$ cat src/design/mag_threshold_pkg.sv
package mag_threshold_pkg;

    // ------------------------------------------------------------
    // Register map
    // ------------------------------------------------------------
    localparam logic [7:0] ADDR_CONFIG = 8'h52;
    localparam logic [7:0] ADDR_SOURCE = 8'h53;
    localparam logic [7:0] ADDR_THS_X_HI = 8'h54;
    localparam logic [7:0] ADDR_THS_X_LO = 8'h55;
    localparam logic [7:0] ADDR_THS_Y_HI = 8'h56;
    localparam logic [7:0] ADDR_THS_Y_LO = 8'h57;
    localparam logic [7:0] ADDR_THS_Z_HI = 8'h58;
    localparam logic [7:0] ADDR_THS_Z_LO = 8'h59;
    localparam logic [7:0] ADDR_COUNT = 8'h5a;

    // ------------------------------------------------------------
    // Reset values and field layout
    // ------------------------------------------------------------
    localparam logic [7:0] CONFIG_RESET = 8'h00;
    localparam logic [7:0] COUNT_RESET = 8'h00;
    localparam logic [14:0] THS_RESET = 15'h0000;
    localparam logic [7:0] READ_ZERO = 8'h00;
    localparam int NUM_AXES = 3;
    localparam int THS_WIDTH = 15;
    localparam int SAMPLE_WIDTH = 16;
    localparam int DBCNTM_BIT = 7;
    localparam int EA_BIT = 7;
    localparam logic [7:0] CNT_ONE = 8'h01;
    localparam logic [7:0] CNT_ZERO = 8'h00;

    // Configuration byte, most significant field first
    typedef struct packed {
        logic latch_en;
        logic or_above;
        logic z_en;
        logic y_en;
        logic x_en;
        logic wake_en;
        logic int_en;
        logic int_route_one;
    } config_type;

    // Raw magnetic samples, before offset subtraction
    typedef struct packed {
        logic [SAMPLE_WIDTH-1:0] z;
        logic [SAMPLE_WIDTH-1:0] y;
        logic [SAMPLE_WIDTH-1:0] x;
    } sample_type;

    // Host register port request
    typedef struct packed {
        logic write;
        logic read;
        logic [7:0] addr;
        logic [7:0] wdata;
    } reg_req_type;

endpackage

$ cat src/design/magnetic_threshold_detector.sv
`timescale 1ns/1ps

module magnetic_threshold_detector (
    input wire logic clock_in, // 25 MHz clock
    input wire logic rst_in, // Asynchronous reset, active high
    input wire mag_threshold_pkg::reg_req_type reg_req_in, // Host register request
    output logic [7:0] reg_rdata_out, // Read data, one cycle after read
    input wire logic sample_valid_in, // One pulse per new sample
    input wire mag_threshold_pkg::sample_type raw_sample_in, // Raw samples, pre-offset
    input wire logic other_int_one_in, // Other sources of line one
    input wire logic other_int_two_in, // Other sources of line two
    output logic interrupt_line_one_out, // Interrupt line one
    output logic interrupt_line_two_out, // Interrupt line two
    output logic wake_event_out, // Flag seen by sleep/wake logic
    output logic event_flag_out // Current threshold event flag
);

    // ------------------------------------------------------------
    // Register state
    // ------------------------------------------------------------
    mag_threshold_pkg::config_type cfg_q, cfg_d;
    logic [mag_threshold_pkg::NUM_AXES-1:0][mag_threshold_pkg::THS_WIDTH-1:0] ths_q, ths_d;
    logic dbcntm_q, dbcntm_d;
    logic [7:0] count_q, count_d;
    logic [7:0] rdata_q, rdata_d;
    logic src_read;

    // ------------------------------------------------------------
    // Detection state
    // ------------------------------------------------------------
    logic [7:0] cnt_q, cnt_d;
    logic det_q, det_d;
    logic flag_q, flag_d;
    logic [5:0] src_axis_q, src_axis_d;
    logic [5:0] axis_bits_c;
    logic [mag_threshold_pkg::NUM_AXES-1:0] axis_en_c, above_c, below_c, neg_c;
    logic cond_c;
    logic event_flag_c;
    logic [7:0] src_byte_c;

    assign axis_en_c = {cfg_q.z_en, cfg_q.y_en, cfg_q.x_en};
    assign src_read = reg_req_in.read && (reg_req_in.addr == mag_threshold_pkg::ADDR_SOURCE);

    // ------------------------------------------------------------
    // Per-axis compare and combination
    // ------------------------------------------------------------
    always_comb begin
        logic [mag_threshold_pkg::SAMPLE_WIDTH-1:0] smp;
        logic [mag_threshold_pkg::SAMPLE_WIDTH-1:0] mag;
        logic [mag_threshold_pkg::SAMPLE_WIDTH-1:0] ths;
        logic all_below;
        logic any_above;
        smp = '0;
        mag = '0;
        ths = '0;
        all_below = 1'b1;
        any_above = 1'b0;
        axis_bits_c = '0;
        for (int i = 0; i < mag_threshold_pkg::NUM_AXES; i++) begin
            smp = raw_sample_in[i*mag_threshold_pkg::SAMPLE_WIDTH +: mag_threshold_pkg::SAMPLE_WIDTH];
            neg_c[i] = smp[mag_threshold_pkg::SAMPLE_WIDTH-1];
            mag = neg_c[i] ? (~smp + 16'h0001) : smp;
            ths = {1'b0, ths_q[i]};
            above_c[i] = axis_en_c[i] && (mag >= ths);
            below_c[i] = axis_en_c[i] && (mag <= ths);
            if (axis_en_c[i]) begin
                all_below = all_below && below_c[i];
                any_above = any_above || above_c[i];
            end
            axis_bits_c[2*i+1] = cfg_q.or_above ? above_c[i] : below_c[i];
            axis_bits_c[2*i] = axis_en_c[i] && neg_c[i];
        end
        if (cfg_q.or_above) begin
            cond_c = any_above;
        end else begin
            cond_c = all_below && (axis_en_c != '0);
        end
    end

    // ------------------------------------------------------------
    // Debounce counter and event flag
    // ------------------------------------------------------------
    always_comb begin
        cnt_d = cnt_q;
        det_d = det_q;
        flag_d = flag_q;
        src_axis_d = src_axis_q;
        if (sample_valid_in) begin
            if (cond_c) begin
                if (cnt_q < count_q) begin
                    cnt_d = cnt_q + mag_threshold_pkg::CNT_ONE;
                end else begin
                    cnt_d = count_q;
                end
            end else if (dbcntm_q) begin
                cnt_d = mag_threshold_pkg::CNT_ZERO;
            end else if (cnt_q != mag_threshold_pkg::CNT_ZERO) begin
                cnt_d = cnt_q - mag_threshold_pkg::CNT_ONE;
            end
            det_d = cond_c && (cnt_d == count_q);
            if (!(cfg_q.latch_en && flag_q)) begin
                src_axis_d = axis_bits_c;
            end
        end
        if (!cfg_q.latch_en) begin
            flag_d = 1'b0;
        end else if (src_read) begin
            flag_d = 1'b0;
        end
        if (cfg_q.latch_en && sample_valid_in && det_d) begin
            flag_d = 1'b1;
        end
    end

    always_ff @(posedge clock_in or posedge rst_in) begin
        if (rst_in) begin
            cnt_q <= mag_threshold_pkg::CNT_ZERO;
            det_q <= 1'b0;
            flag_q <= 1'b0;
            src_axis_q <= '0;
        end else begin
            cnt_q <= cnt_d;
            det_q <= det_d;
            flag_q <= flag_d;
            src_axis_q <= src_axis_d;
        end
    end

    assign event_flag_c = cfg_q.latch_en ? flag_q : det_q;
    assign src_byte_c = {event_flag_c, 1'b0,
                         src_axis_q[5:4] & {2{cfg_q.z_en}},
                         src_axis_q[3:2] & {2{cfg_q.y_en}},
                         src_axis_q[1:0] & {2{cfg_q.x_en}}};

    // ------------------------------------------------------------
    // Register port
    // ------------------------------------------------------------
    always_comb begin
        cfg_d = cfg_q;
        ths_d = ths_q;
        dbcntm_d = dbcntm_q;
        count_d = count_q;
        rdata_d = rdata_q;
        if (reg_req_in.write) begin
            if (reg_req_in.addr == mag_threshold_pkg::ADDR_CONFIG) begin
                cfg_d = mag_threshold_pkg::config_type'(reg_req_in.wdata);
            end else if (reg_req_in.addr == mag_threshold_pkg::ADDR_THS_X_HI) begin
                dbcntm_d = reg_req_in.wdata[mag_threshold_pkg::DBCNTM_BIT];
                ths_d[0][14:8] = reg_req_in.wdata[6:0];
            end else if (reg_req_in.addr == mag_threshold_pkg::ADDR_THS_X_LO) begin
                ths_d[0][7:0] = reg_req_in.wdata;
            end else if (reg_req_in.addr == mag_threshold_pkg::ADDR_THS_Y_HI) begin
                ths_d[1][14:8] = reg_req_in.wdata[6:0];
            end else if (reg_req_in.addr == mag_threshold_pkg::ADDR_THS_Y_LO) begin
                ths_d[1][7:0] = reg_req_in.wdata;
            end else if (reg_req_in.addr == mag_threshold_pkg::ADDR_THS_Z_HI) begin
                ths_d[2][14:8] = reg_req_in.wdata[6:0];
            end else if (reg_req_in.addr == mag_threshold_pkg::ADDR_THS_Z_LO) begin
                ths_d[2][7:0] = reg_req_in.wdata;
            end else if (reg_req_in.addr == mag_threshold_pkg::ADDR_COUNT) begin
                count_d = reg_req_in.wdata;
            end
        end
        if (reg_req_in.read) begin
            if (reg_req_in.addr == mag_threshold_pkg::ADDR_CONFIG) begin
                rdata_d = cfg_q;
            end else if (reg_req_in.addr == mag_threshold_pkg::ADDR_SOURCE) begin
                rdata_d = src_byte_c;
            end else if (reg_req_in.addr == mag_threshold_pkg::ADDR_THS_X_HI) begin
                rdata_d = {dbcntm_q, ths_q[0][14:8]};
            end else if (reg_req_in.addr == mag_threshold_pkg::ADDR_THS_X_LO) begin
                rdata_d = ths_q[0][7:0];
            end else if (reg_req_in.addr == mag_threshold_pkg::ADDR_THS_Y_HI) begin
                rdata_d = {1'b0, ths_q[1][14:8]};
            end else if (reg_req_in.addr == mag_threshold_pkg::ADDR_THS_Y_LO) begin
                rdata_d = ths_q[1][7:0];
            end else if (reg_req_in.addr == mag_threshold_pkg::ADDR_THS_Z_HI) begin
                rdata_d = {1'b0, ths_q[2][14:8]};
            end else if (reg_req_in.addr == mag_threshold_pkg::ADDR_THS_Z_LO) begin
                rdata_d = ths_q[2][7:0];
            end else if (reg_req_in.addr == mag_threshold_pkg::ADDR_COUNT) begin
                rdata_d = count_q;
            end else begin
                rdata_d = mag_threshold_pkg::READ_ZERO;
            end
        end
    end

    always_ff @(posedge clock_in or posedge rst_in) begin
        if (rst_in) begin
            cfg_q <= mag_threshold_pkg::CONFIG_RESET;
            ths_q <= {mag_threshold_pkg::NUM_AXES{mag_threshold_pkg::THS_RESET}};
            dbcntm_q <= 1'b0;
            count_q <= mag_threshold_pkg::COUNT_RESET;
            rdata_q <= mag_threshold_pkg::READ_ZERO;
        end else begin
            cfg_q <= cfg_d;
            ths_q <= ths_d;
            dbcntm_q <= dbcntm_d;
            count_q <= count_d;
            rdata_q <= rdata_d;
        end
    end

    // ------------------------------------------------------------
    // Outputs
    // ------------------------------------------------------------
    assign reg_rdata_out = rdata_q;
    assign event_flag_out = event_flag_c;
    assign wake_event_out = cfg_q.wake_en && event_flag_c;
    assign interrupt_line_one_out = other_int_one_in
                                    || (cfg_q.int_en && cfg_q.int_route_one && event_flag_c);
    assign interrupt_line_two_out = other_int_two_in
                                    || (cfg_q.int_en && !cfg_q.int_route_one && event_flag_c);
endmodule

$ cat config.mk
export PLATFORM = sky130hd
export DESIGN_NAME = magnetic_threshold_detector
export DESIGN_NICKNAME = d
export VERILOG_FILES = /design/src/design/mag_threshold_pkg.sv /design/src/design/magnetic_threshold_detector.sv
export SDC_FILE = /design/constraint.sdc
export NUM_CORES = 1
export LEC_CHECK = 0
export ABC_AREA = 1
export BUFFER_PORTS_ARGS = -buffer_cell sky130_fd_sc_hd__buf_2
export CAP_MARGIN = 20
export CORE_MARGIN = 2
export CORE_UTILIZATION = 45
export DETAILED_ROUTE_END_ITERATION = 6
export PLACE_DENSITY = 0.69
export RECOVER_POWER = 25
export SETUP_SLACK_MARGIN = 0.5
export SLEW_MARGIN = 10
export SYNTH_ARGS = -nofsm -noshare
export SYNTH_HDL_FRONTEND = slang
export SYNTH_SLANG_ARGS = --single-unit
$ cat constraint.sdc
create_clock -name clock_in -period 3.5 [get_ports clock_in]
set_input_delay 0.7 -clock clock_in [delete_from_list [all_inputs] [get_ports clock_in]]
set_output_delay 0.7 -clock clock_in [all_outputs]
set_load 0.005 [all_outputs]
==> impl_metrics.csv, run 1 <==
group,metric,value,unit
finish,finish.net_count,1293,
drt,dr_pass1_iterations,5,
power,power.share.clock,25.8,%
drt,totalWireLength,19530,um
die,floorplan.core_area,15200,um^2
power,power.static_leakage,4.422,nW
critical_path,critical_path_cell_count,27,
synthesis,asyncSetResetFlopFracSynth,100.0,%
timing,final.min_clock_period,3.423,ns
placement,placedCellCount,1325,
critical_path,timing.critical_path.max_delay_family,"simple AND/OR/NAND/NOR gates",
clock_tree,cts.root.buffer_cell,"clkbuf_16",
drt,num_vias,7007,
critical_path,critPathKind,"in -> reg",
drt,drt_iter0_drc,519,
critical_path,critical-path-slowest-cell,"ha_2",
grt,globalRoute.totalOverflow,0,
grt,grt_pass1_vias,6440,
die,design.die.area,16550,um^2
critical_path,worst-r2r-cell-count,14,
clock_tree,clock_tree.buffer_depth,2,
clock_tree,hold_buf_count_cts,0,
finish,layout-drive-gt1-share,24.55,%
power,power.internal,2.312,mW
status,result_of_the_run,"finished, violations left",
power,p_sw,1.483,mW
grt,groute.usage.overall,24.65,%
timing,rsz0062_at_grt,"true",
critical_path,worst-endpoint-arrival,3.71,ns
job,max_capacitance_violation_total,1,
clock_tree,htree_levels,3,
clock_tree,cts_tree,"yes",
drt,remaining_drc_errors,0,
clock_tree,clkSlewWorstSetupHoldPaths,0.06,ns
synthesis,synth_area_per_cell,6.997,um^2
timing,timing.max_slew.rel_slack,-36.57,%
power,power.share.sequential,31.8,%
timing,timing.final.hold_violations,0,
synthesis,synth_cell_types,46,
clock_tree,clk-insertion-delay-late,0.34,ns
timing,max_clock_freq,0.2921,GHz
timing,hold_slack,0.4802,ns
power,comb_power_share,42.4,%
grt,grt_first_pass_wirelength,32100,um
timing,finClkSkew,0.003672,ns
critical_path,setup.worst_path.end_class,"flop",
clock_tree,clkSinkCount,86,
grt,largest_net_degree_at_the_start_of_global_routing,45,
die,initial_core_utilization,45.98,%
finish,layout.cells.non_filler,1358,
timing,slew_violations,45,
drt,antenna_left,0,
synthesis,ys.warnings.count,0,
finish,n_fill_cell,1466,
drt,wl_per_cell,14.38,um
placement,setup_ws_pre_cts,-0.4042,ns
placement,place_hpwl,15090,um
critical_path,cp.required,3.78,ns
critical_path,path_buf_inv,4,
critical_path,crit_top_cell,"nand2_1",
synthesis,synth.ff_latch_count,86,
die,placement_rows,45,
die,top_level_ports,83,
synthesis,synth_flop_cell,"dfrtp_1",
power,vdd.ir_drop.worst,0.2661,mV
finish,areaGrowthSynthToFinish,27.51,%
clock_tree,cts-buffers-inserted,9,
synthesis,synthesis.nets,1128,
synthesis,synth_sequential_area_ratio,30.79,%
die,die_height,128.6,um
placement,routability_congestion,0.9182,
status,failing_checks,"capacitance limit, slew limit",
critical_path,path_max_fanout,7,
timing,finalWorstSetupSlack,0.07672,ns
critical_path,setup.worst_path.start_class,"input pin",
worst_hold_path,cell_count_of_the_worst_hold_path,2,
power,power_density,425.7,nW/um^2
die,die_w,128.6,um
drt,via_per_inst,5.160,
power,power.share.switching,39.08,%
synthesis,synthCells,999,
synthesis,synth_enable_flop_cells,0,
timing,worst_slew_pin_slew,2.037,ns
critical_path,worst_path_largest_cell_delay,0.35,ns
grt,grt_antenna_before_repair,1,
timing,finalSetupViolCount,0,
placement,port_buffers,82,
worst_hold_path,worstHoldPathType,"reg -> reg",
synthesis,cell_area_synth,6990,um^2
timing,layout_worst_path_cycle_share,97.81,%
[cell usage in the layout, fill, tap and decap left out, types with 8 or more instances in the layout]
cell type  netlist  routed
xnor2_1         10      10
dfrtp_1         86      86
nor2_1          59      51
xor2_1          37      37
clkbuf_16        0       9
o21ai_1          1      10
a21oi_1         50      48
inv_1          161     154
ha_1            58      55
nand2_2         11      20
buf_4            0      85
nor2_2           8      12
o31ai_1         11       8
buf_2            4      78
nand3_1         50      36
nand2_1        254     243
o21ai_0        103      92
nand3_2          5      16
nand4_1         11      11
buf_6            0       9
[sequential cells by signal, indices dropped and copies added (netlist names)]
| name | flops |
|---|---|
| reg_rdata_out | 8 |
| axis_en_c | 3 |
| src_axis_q | 6 |
| dbcntm_q | 1 |
| flag_q | 1 |
| det_q | 1 |
| ths_q | 45 |
| cnt_q | 8 |
| count_q | 8 |
| cfg_q | 5 |
[stage by stage]
stage          TNS, ns  cell area (um^2)  total power, mW  util [%]
3_5_place_dp    -2.443              8268            2.702     54.39
3_3_place_gp    -2.342              8268            2.683     54.39
2_1_floorplan        0              7138            2.222         -
5_1_grt        -0.4195              8911            4.072     58.62
4_1_cts              0              8845            3.761     58.18
6_report             0              8914            3.795     58.63
[power groups by stage]
stage / registers, mW / logic, mW / clock network, mW
finish: 1.21 / 1.61 / 0.979
global route: 1.22 / 1.82 / 1.03
CTS: 1.20 / 1.58 / 0.983
detailed placement: 1.22 / 1.48 / 0
global placement: 1.22 / 1.46 / 0
floorplan: 1.16 / 1.06 / 0
[cells in the mapped netlist (10+ instances only)]
cell,instances,area (um^2)
clkbuf_1,16,60.06
a21oi_1,50,250.2
nor3_1,10,50.05
dfrtp_1,86,2152
o31ai_1,11,82.58
nand3_1,50,250.2
nand4_1,11,68.82
o21ai_0,103,515.5
ha_1,58,725.7
inv_1,161,604.3
nor2_1,59,221.5
xnor2_1,10,87.58
xor2_1,37,324.1
nand2_2,11,68.82
nand2_1,254,953.4
[cells by family (layout without fill, tap and decap cells)]
kind of cell / after synthesis / count (layout) / share of synthesized area [%]
AND/OR/NAND/NOR: 424 / 426 / 26.79
AO/OA/AOI/OAI: 196 / 196 / 15.75
buffers and inverters: 188 / 356 / 10.40
flip-flops: 86 / 86 / 30.79
adder cells (fa/ha/maj): 58 / 58 / 10.38
XOR/XNOR: 47 / 47 / 5.889
other: 0 / 1 / 0
[path summary, 6_finish.rpt]
path	from	end	slack, ns
max in group asynchronous	rst_in	ths_q[25]	0.90
worst max-delay path	raw_sample_in[33]	flag_q	0.08
worst min-delay path	reg_rdata_out[3]	reg_rdata_out[3]	0.48
worst min register to register	reg_rdata_out[3]	reg_rdata_out[3]	0.48
min in group asynchronous	rst_in	cnt_q[3]	0.88
worst max register to register	count_q[3]	flag_q	0.74
[worst min-delay path: cells and delay by family, from the launching register on]
kind,cells,cell delay (ns)
flops,1,0.34
compound gates,1,0.05
simple gates,1,0.05
[metal layers]
metal	share of wire, %	wire (um)	track usage [%]
met5	0	0	0
met4	2.0	399	6.458
met3	6.2	1218	5.364
met2	45	8807	39.77
met1	47	9105	33.74
[repair_timing]
item,CTS,global route
setup buffers,11,3
setup endpoints to repair,11,13
gates cloned,2,0
pin swaps,25,2
resized for setup,40,14
[final cells by class]
class                           count  area, um^2  area share [%]
Tap cell                          188       235.2           2.639
Clock buffer                       11       242.7           2.723
Timing Repair Buffer              173        1134           12.72
Multi-Input combinational cell    727        4433           49.73
Sequential cell                    86        2152           24.14
Antenna cell                        1       2.502         0.02807
Inverter                          167       655.6           7.355
Clock inverter                      5       58.81          0.6597
Note: power is estimated with default switching activity, not from simulation.
==> inputs of run 2 (changes only) <==
clock period = 4.3 ns   (was 3.5 ns; I/O delays follow)
==> impl_metrics.csv, run 2 (synthesis gave the netlist of run 1 again) <==
group,metric,value,unit
placement,placement.cell_area,7600,um^2
finish,finish.net_count,1213,
finish,layout-drive-gt1-share,18.27,%
timing,finalSetupViolCount,0,
clock_tree,clock_tree.buffer_depth,2,
finish,finish.instance_area,8230,um^2
timing,layout_worst_path_cycle_share,87.62,%
finish,layout_commonest_cell,"nand2_1",
grt,grt_first_pass_wirelength,30260,um
finish,largest_register,"ths_q",
finish,finish.utilization,54.14,%
clock_tree,cts.root.buffer_cell,"clkbuf_16",
grt,globalRoute.totalOverflow,0,
timing,hold_slack,0.4510,ns
critical_path,path_max_fanout,5,
drt,via_per_inst,5.277,
drt,wl_per_cell,14.80,um
grt,grt_antenna_before_repair,1,
power,power_density,360.9,nW/um^2
timing,rsz0062_at_grt,"true",
grt,grt_pass1_vias,5993,
clock_tree,hold_buf_count_cts,0,
die,floorplan.core_area,15200,um^2
timing,finClkSkew,0.01028,ns
power,vdd.ir_drop.worst,0.2562,mV
die,design.die.area,16550,um^2
placement,port_buffers,82,
critical_path,worst-endpoint-arrival,4.05,ns
die,top_level_ports,83,
die,placement_rows,45,
die,initial_core_utilization,45.98,%
job,max_capacitance_violation_total,1,
critical_path,r2r-start,"ths_q[43]",
finish,final_cell_mix,"nand2_1, inv_1, o21ai_0",
clock_tree,clk-insertion-delay-late,0.34,ns
critical_path,cp.required,4.58,ns
grt,largest_net_degree_at_the_start_of_global_routing,57,
finish,n_fill_cell,1497,
finish,areaGrowthSynthToFinish,17.74,%
clock_tree,htree_levels,3,
timing,timing.max_slew.rel_slack,-80.19,%
clock_tree,clkSlewWorstSetupHoldPaths,0.07,ns
placement,routability_congestion,0.8871,
timing,final.min_clock_period,3.768,ns
critical_path,worst-r2r-cell-count,20,
timing,slew_violations,50,
critical_path,critPathKind,"in -> reg",
placement,place_hpwl,14380,um
die,die_w,128.6,um
critical_path,rr_endpoint,"flag_q",
drt,dr_pass1_iterations,5,
worst_hold_path,worstHoldPathType,"in -> async",
die,die_height,128.6,um
power,power.static_leakage,4.025,nW
clock_tree,clkSinkCount,86,
timing,worst_slew_pin_slew,2.703,ns
timing,max_clock_freq,0.2654,GHz
drt,remaining_drc_errors,0,
drt,antenna_left,0,
status,result_of_the_run,"finished, violations left",
drt,drt_iter0_drc,541,
grt,groute.usage.overall,22.96,%
drt,totalWireLength,18910,um
status,failing_checks,"capacitance limit, slew limit",
clock_tree,cts-buffers-inserted,9,
critical_path,setup.worst_path.end_class,"flop",
drt,num_vias,6744,
clock_tree,cts_tree,"yes",
critical_path,worst-r2r-setup-slack,1.67,ns
critical_path,setup.worst_path.start_class,"input pin",
finish,largest_register_ff_count,45,
timing,timing.final.hold_violations,0,
run 2: changes by cell type in the layout (fill, tap and decap cells not counted), sizes merged:
cell    delta
clkinv     -2
buf       -81
clkbuf     +2
inv        +1
run 2: worst max path at each step:
| stage | start | endpoint | slack [ns] | cells past startpoint |
|---|---|---|---|---|
| final | raw_sample_in[33] | flag_q | 0.53 | 26 |
| after global routing | raw_sample_in[33] | flag_q | 0.32 | 26 |
| after CTS | raw_sample_in[33] | flag_q | 0.50 | 28 |
| after detailed placement | raw_sample_in[0] | flag_q | -0.08 | 27 |
| after global placement | raw_sample_in[0] | flag_q | 0.06 | 27 |
| after floorplan | raw_sample_in[0] | flag_q | 0.51 | 27 |
run 2: layer usage:
| metal | share of wire (%) | track usage [%] | vias up | routed length, um |
|---|---|---|---|---|
| met4 | 1.7 | 5.691 | 0 | 321 |
| met5 | 0 | 0 | - | 0 |
| li1 | - | - | 3420 | - |
| met3 | 5.3 | 3.534 | 23 | 1009 |
| met2 | 47 | 37.89 | 184 | 8841 |
| met1 | 46 | 31.79 | 3117 | 8738 |
run 2: critical path: stages:
cell	delay, ns
buf_6	0.09
inv_4	0.06
ha_4	0.14
inv_4	0.04
nor3_4	0.18
nand3_2	0.13
o31ai_4	0.27
a31oi_1	0.13
xor2_1	0.18
ha_2	0.35
nand3_4	0.09
nor3_4	0.22
nand3_2	0.12
nand2_1	0.09
nand2_1	0.07
nand2_2	0.09
nand3_4	0.15
nand2_8	0.15
nor2_8	0.05
nand2_2	0.08
nand3_1	0.08
nand2_1	0.07
nand2_1	0.06
nor2_2	0.14
nand3_1	0.08
nand2_1	0.06
run 2: through the flow:
stage / instances / setup TNS, ns / setup slack (ns) / power (mW)
2_1_floorplan: 999 / 0 / 0.5082 / 1.790
3_3_place_gp: 1255 / 0 / 0.05529 / 2.043
3_5_place_dp: 1255 / -0.1404 / -0.08263 / 2.051
4_1_cts: 1273 / 0 / 0.5040 / 2.883
5_1_grt: 1277 / 0 / 0.3207 / 3.187
6_report: 1278 / 0 / 0.5322 / 2.970
run 2: area by class of cell:
cell class	instances	area (um^2)	area share [%]
diodes	1	2.502	0.03040
clock buffers	12	256.5	3.116
clock inverters	4	53.80	0.6537
inverters	167	640.6	7.784
multi-input cells	727	4392	53.36
flip-flops and latches	86	2152	26.15
well taps	188	235.2	2.858
repair buffers	93	498.0	6.050
run 2: repair_timing:
item	in CTS	in global routing
gates cloned	2	0
pin swaps	8	44
setup buffers	0	3
setup endpoints to repair	2	9
resized for setup	16	51
run 2: report_power, final:
group,internal [mW],total (mW),switching [mW]
clock,0.484,0.809,0.325
sequential,0.876,0.982,0.106
combinational,0.434,1.18,0.744
total,1.79,2.97,1.18
==> inputs of run 3 (changes only) <==
CORE_MARGIN = not set   (was 2)
==> impl_metrics.csv, run 3 (synthesis gave the netlist of run 1 again) <==
group,metric,value,unit
clock_tree,cts.root.buffer_cell,"clkbuf_16",
critical_path,critPathKind,"in -> reg",
placement,place_hpwl,14320,um
critical_path,worstSetupEndpoint,"flag_q",
critical_path,setup.worst_path.start_class,"input pin",
worst_hold_path,worstHoldPathType,"reg -> reg",
grt,grt_first_pass_wirelength,30730,um
drt,remaining_drc_errors,0,
clock_tree,cts-buffers-inserted,9,
timing,layout_worst_path_cycle_share,87.73,%
critical_path,worst-r2r-cell-count,20,
critical_path,path_max_fanout,7,
critical_path,crit_top_cell,"nand3_2",
grt,grt_antenna_before_repair,1,
critical_path,setup.worst_path.end_class,"flop",
drt,totalWireLength,18910,um
critical_path,r2r-start,"ths_q[43]",
die,die_height,126.6,um
placement,port_buffers,82,
grt,globalRoute.totalOverflow,0,
timing,rsz0062_at_grt,"true",
finish,largest_register_ff_count,45,
finish,layout_commonest_cell,"nand2_1",
critical_path,startpoint,"raw_sample_in[1]",
clock_tree,cts_tree,"yes",
clock_tree,clkSinkCount,86,
die,placement_rows,45,
finish,finish.net_count,1214,
status,result_of_the_run,"finished, violations left",
critical_path,worst_path_largest_cell_delay,0.31,ns
drt,num_vias,6810,
status,failing_checks,"capacitance limit, slew limit",
timing,finClkSkew,0.006534,ns
grt,groute.usage.overall,24.38,%
timing,hold_slack,0.4888,ns
timing,finalSetupTns,0,ns
timing,timing.max_slew.rel_slack,-46.83,%
timing,finalSetupViolCount,0,
die,initial_core_utilization,45.98,%
clock_tree,clkSlewWorstSetupHoldPaths,0.06,ns
job,max_capacitance_violation_total,1,
finish,final_cell_mix,"nand2_1, inv_1, o21ai_0",
critical_path,worst-endpoint-arrival,4.05,ns
timing,max_clock_freq,0.2651,GHz
critical_path,worst-r2r-setup-slack,1.61,ns
finish,layout.cells.non_filler,1278,
critical_path,cp.required,4.58,ns
die,top_level_ports,83,
drt,wl_per_cell,14.80,um
timing,timing.final.hold_violations,0,
drt,antenna_left,0,
timing,worst_slew_pin_slew,2.190,ns
critical_path,rr_endpoint,"flag_q",
clock_tree,htree_levels,3,
power,power.total,2.940,mW
drt,dr_pass1_iterations,6,
grt,largest_net_degree_at_the_start_of_global_routing,48,
die,die_w,126.6,um
clock_tree,clk-insertion-delay-late,0.34,ns
drt,drt_iter0_drc,510,
clock_tree,clock_tree.buffer_depth,2,
placement,placedCellCount,1254,
finish,n_fill_cell,1508,
power,power.static_leakage,4.014,nW
finish,finish.utilization,54.52,%
timing,slew_violations,48,
power,power_density,354.7,nW/um^2
power,vdd.ir_drop.worst,0.2352,mV
die,floorplan.core_area,15200,um^2
drt,via_per_inst,5.329,
finish,areaGrowthSynthToFinish,18.56,%
grt,grt_pass1_vias,6256,
critical_path,critical-path-slowest-cell,"ha_1",
finish,largest_register,"ths_q",
die,design.die.area,16040,um^2
placement,routability_congestion,0.8666,
finish,layout-drive-gt1-share,19.56,%
timing,final.min_clock_period,3.772,ns
[run 3: timing repair]
item,4_1_cts,5_1_grt
gates cloned,1,1
pin swaps,2,40
setup buffers,1,5
hold buffers,0,0
resized for setup,7,84
endpoints found under the setup margin,3,10
endpoints found under the hold margin,0,0
[run 3: worst min-delay path by stage]
stage | from | to | cells after the start
after detailed placement | reg_rdata_out[7] | reg_rdata_out[7] | 2
final | ths_q[22] | ths_q[22] | 2
after CTS | ths_q[3] | ths_q[3] | 2
after global routing | ths_q[29] | ths_q[29] | 2
after floorplan | det_q | det_q | 2
after global placement | reg_rdata_out[5] | reg_rdata_out[5] | 2
[run 3: layout make-up]
class                           instances  area [um^2]  area share [%]
Clock buffer                           11        242.7           2.929
Antenna cell                            1        2.502         0.03019
Inverter                              167        645.6           7.790
Timing Repair Buffer                   94        513.0           6.190
Clock inverter                          4        31.28          0.3774
Multi-Input combinational cell        727         4466           53.88
Sequential cell                        86         2152           25.97
Tap cell                              188        235.2           2.838
[run 3: metal layers]
metal | track usage (%) | routed length [um]
met1 | 33.05 | 8644
met3 | 4.724 | 1111
met2 | 39.00 | 8666
met4 | 8.079 | 489
met5 | 0 | 0
[run 3: stage by stage]
stage	worst slack (ns)	cell area (um^2)
2_1_floorplan	0.5082	6995
3_3_place_gp	0.02458	7592
3_5_place_dp	-0.07321	7592
4_1_cts	0.5015	7915
5_1_grt	0.3036	8285
6_report	0.5276	8288
[run 3: power breakdown]
part           leakage, nW  switching (mW)  internal, mW
Clock                0.124           0.330         0.407
Combinational         2.72           0.770         0.452
Sequential            1.17           0.106         0.876
Total                 4.01            1.20          1.73
[run 3: worst max-delay path, delay by kind of cell]
| family | cells | cell delay (ns) |
|---|---|---|
| fa+ha+maj | 2 | 0.44 |
| simple gates | 19 | 2.26 |
| buf+inv | 4 | 0.24 |
| xor+xnor | 1 | 0.08 |
| compound gates | 1 | 0.16 |
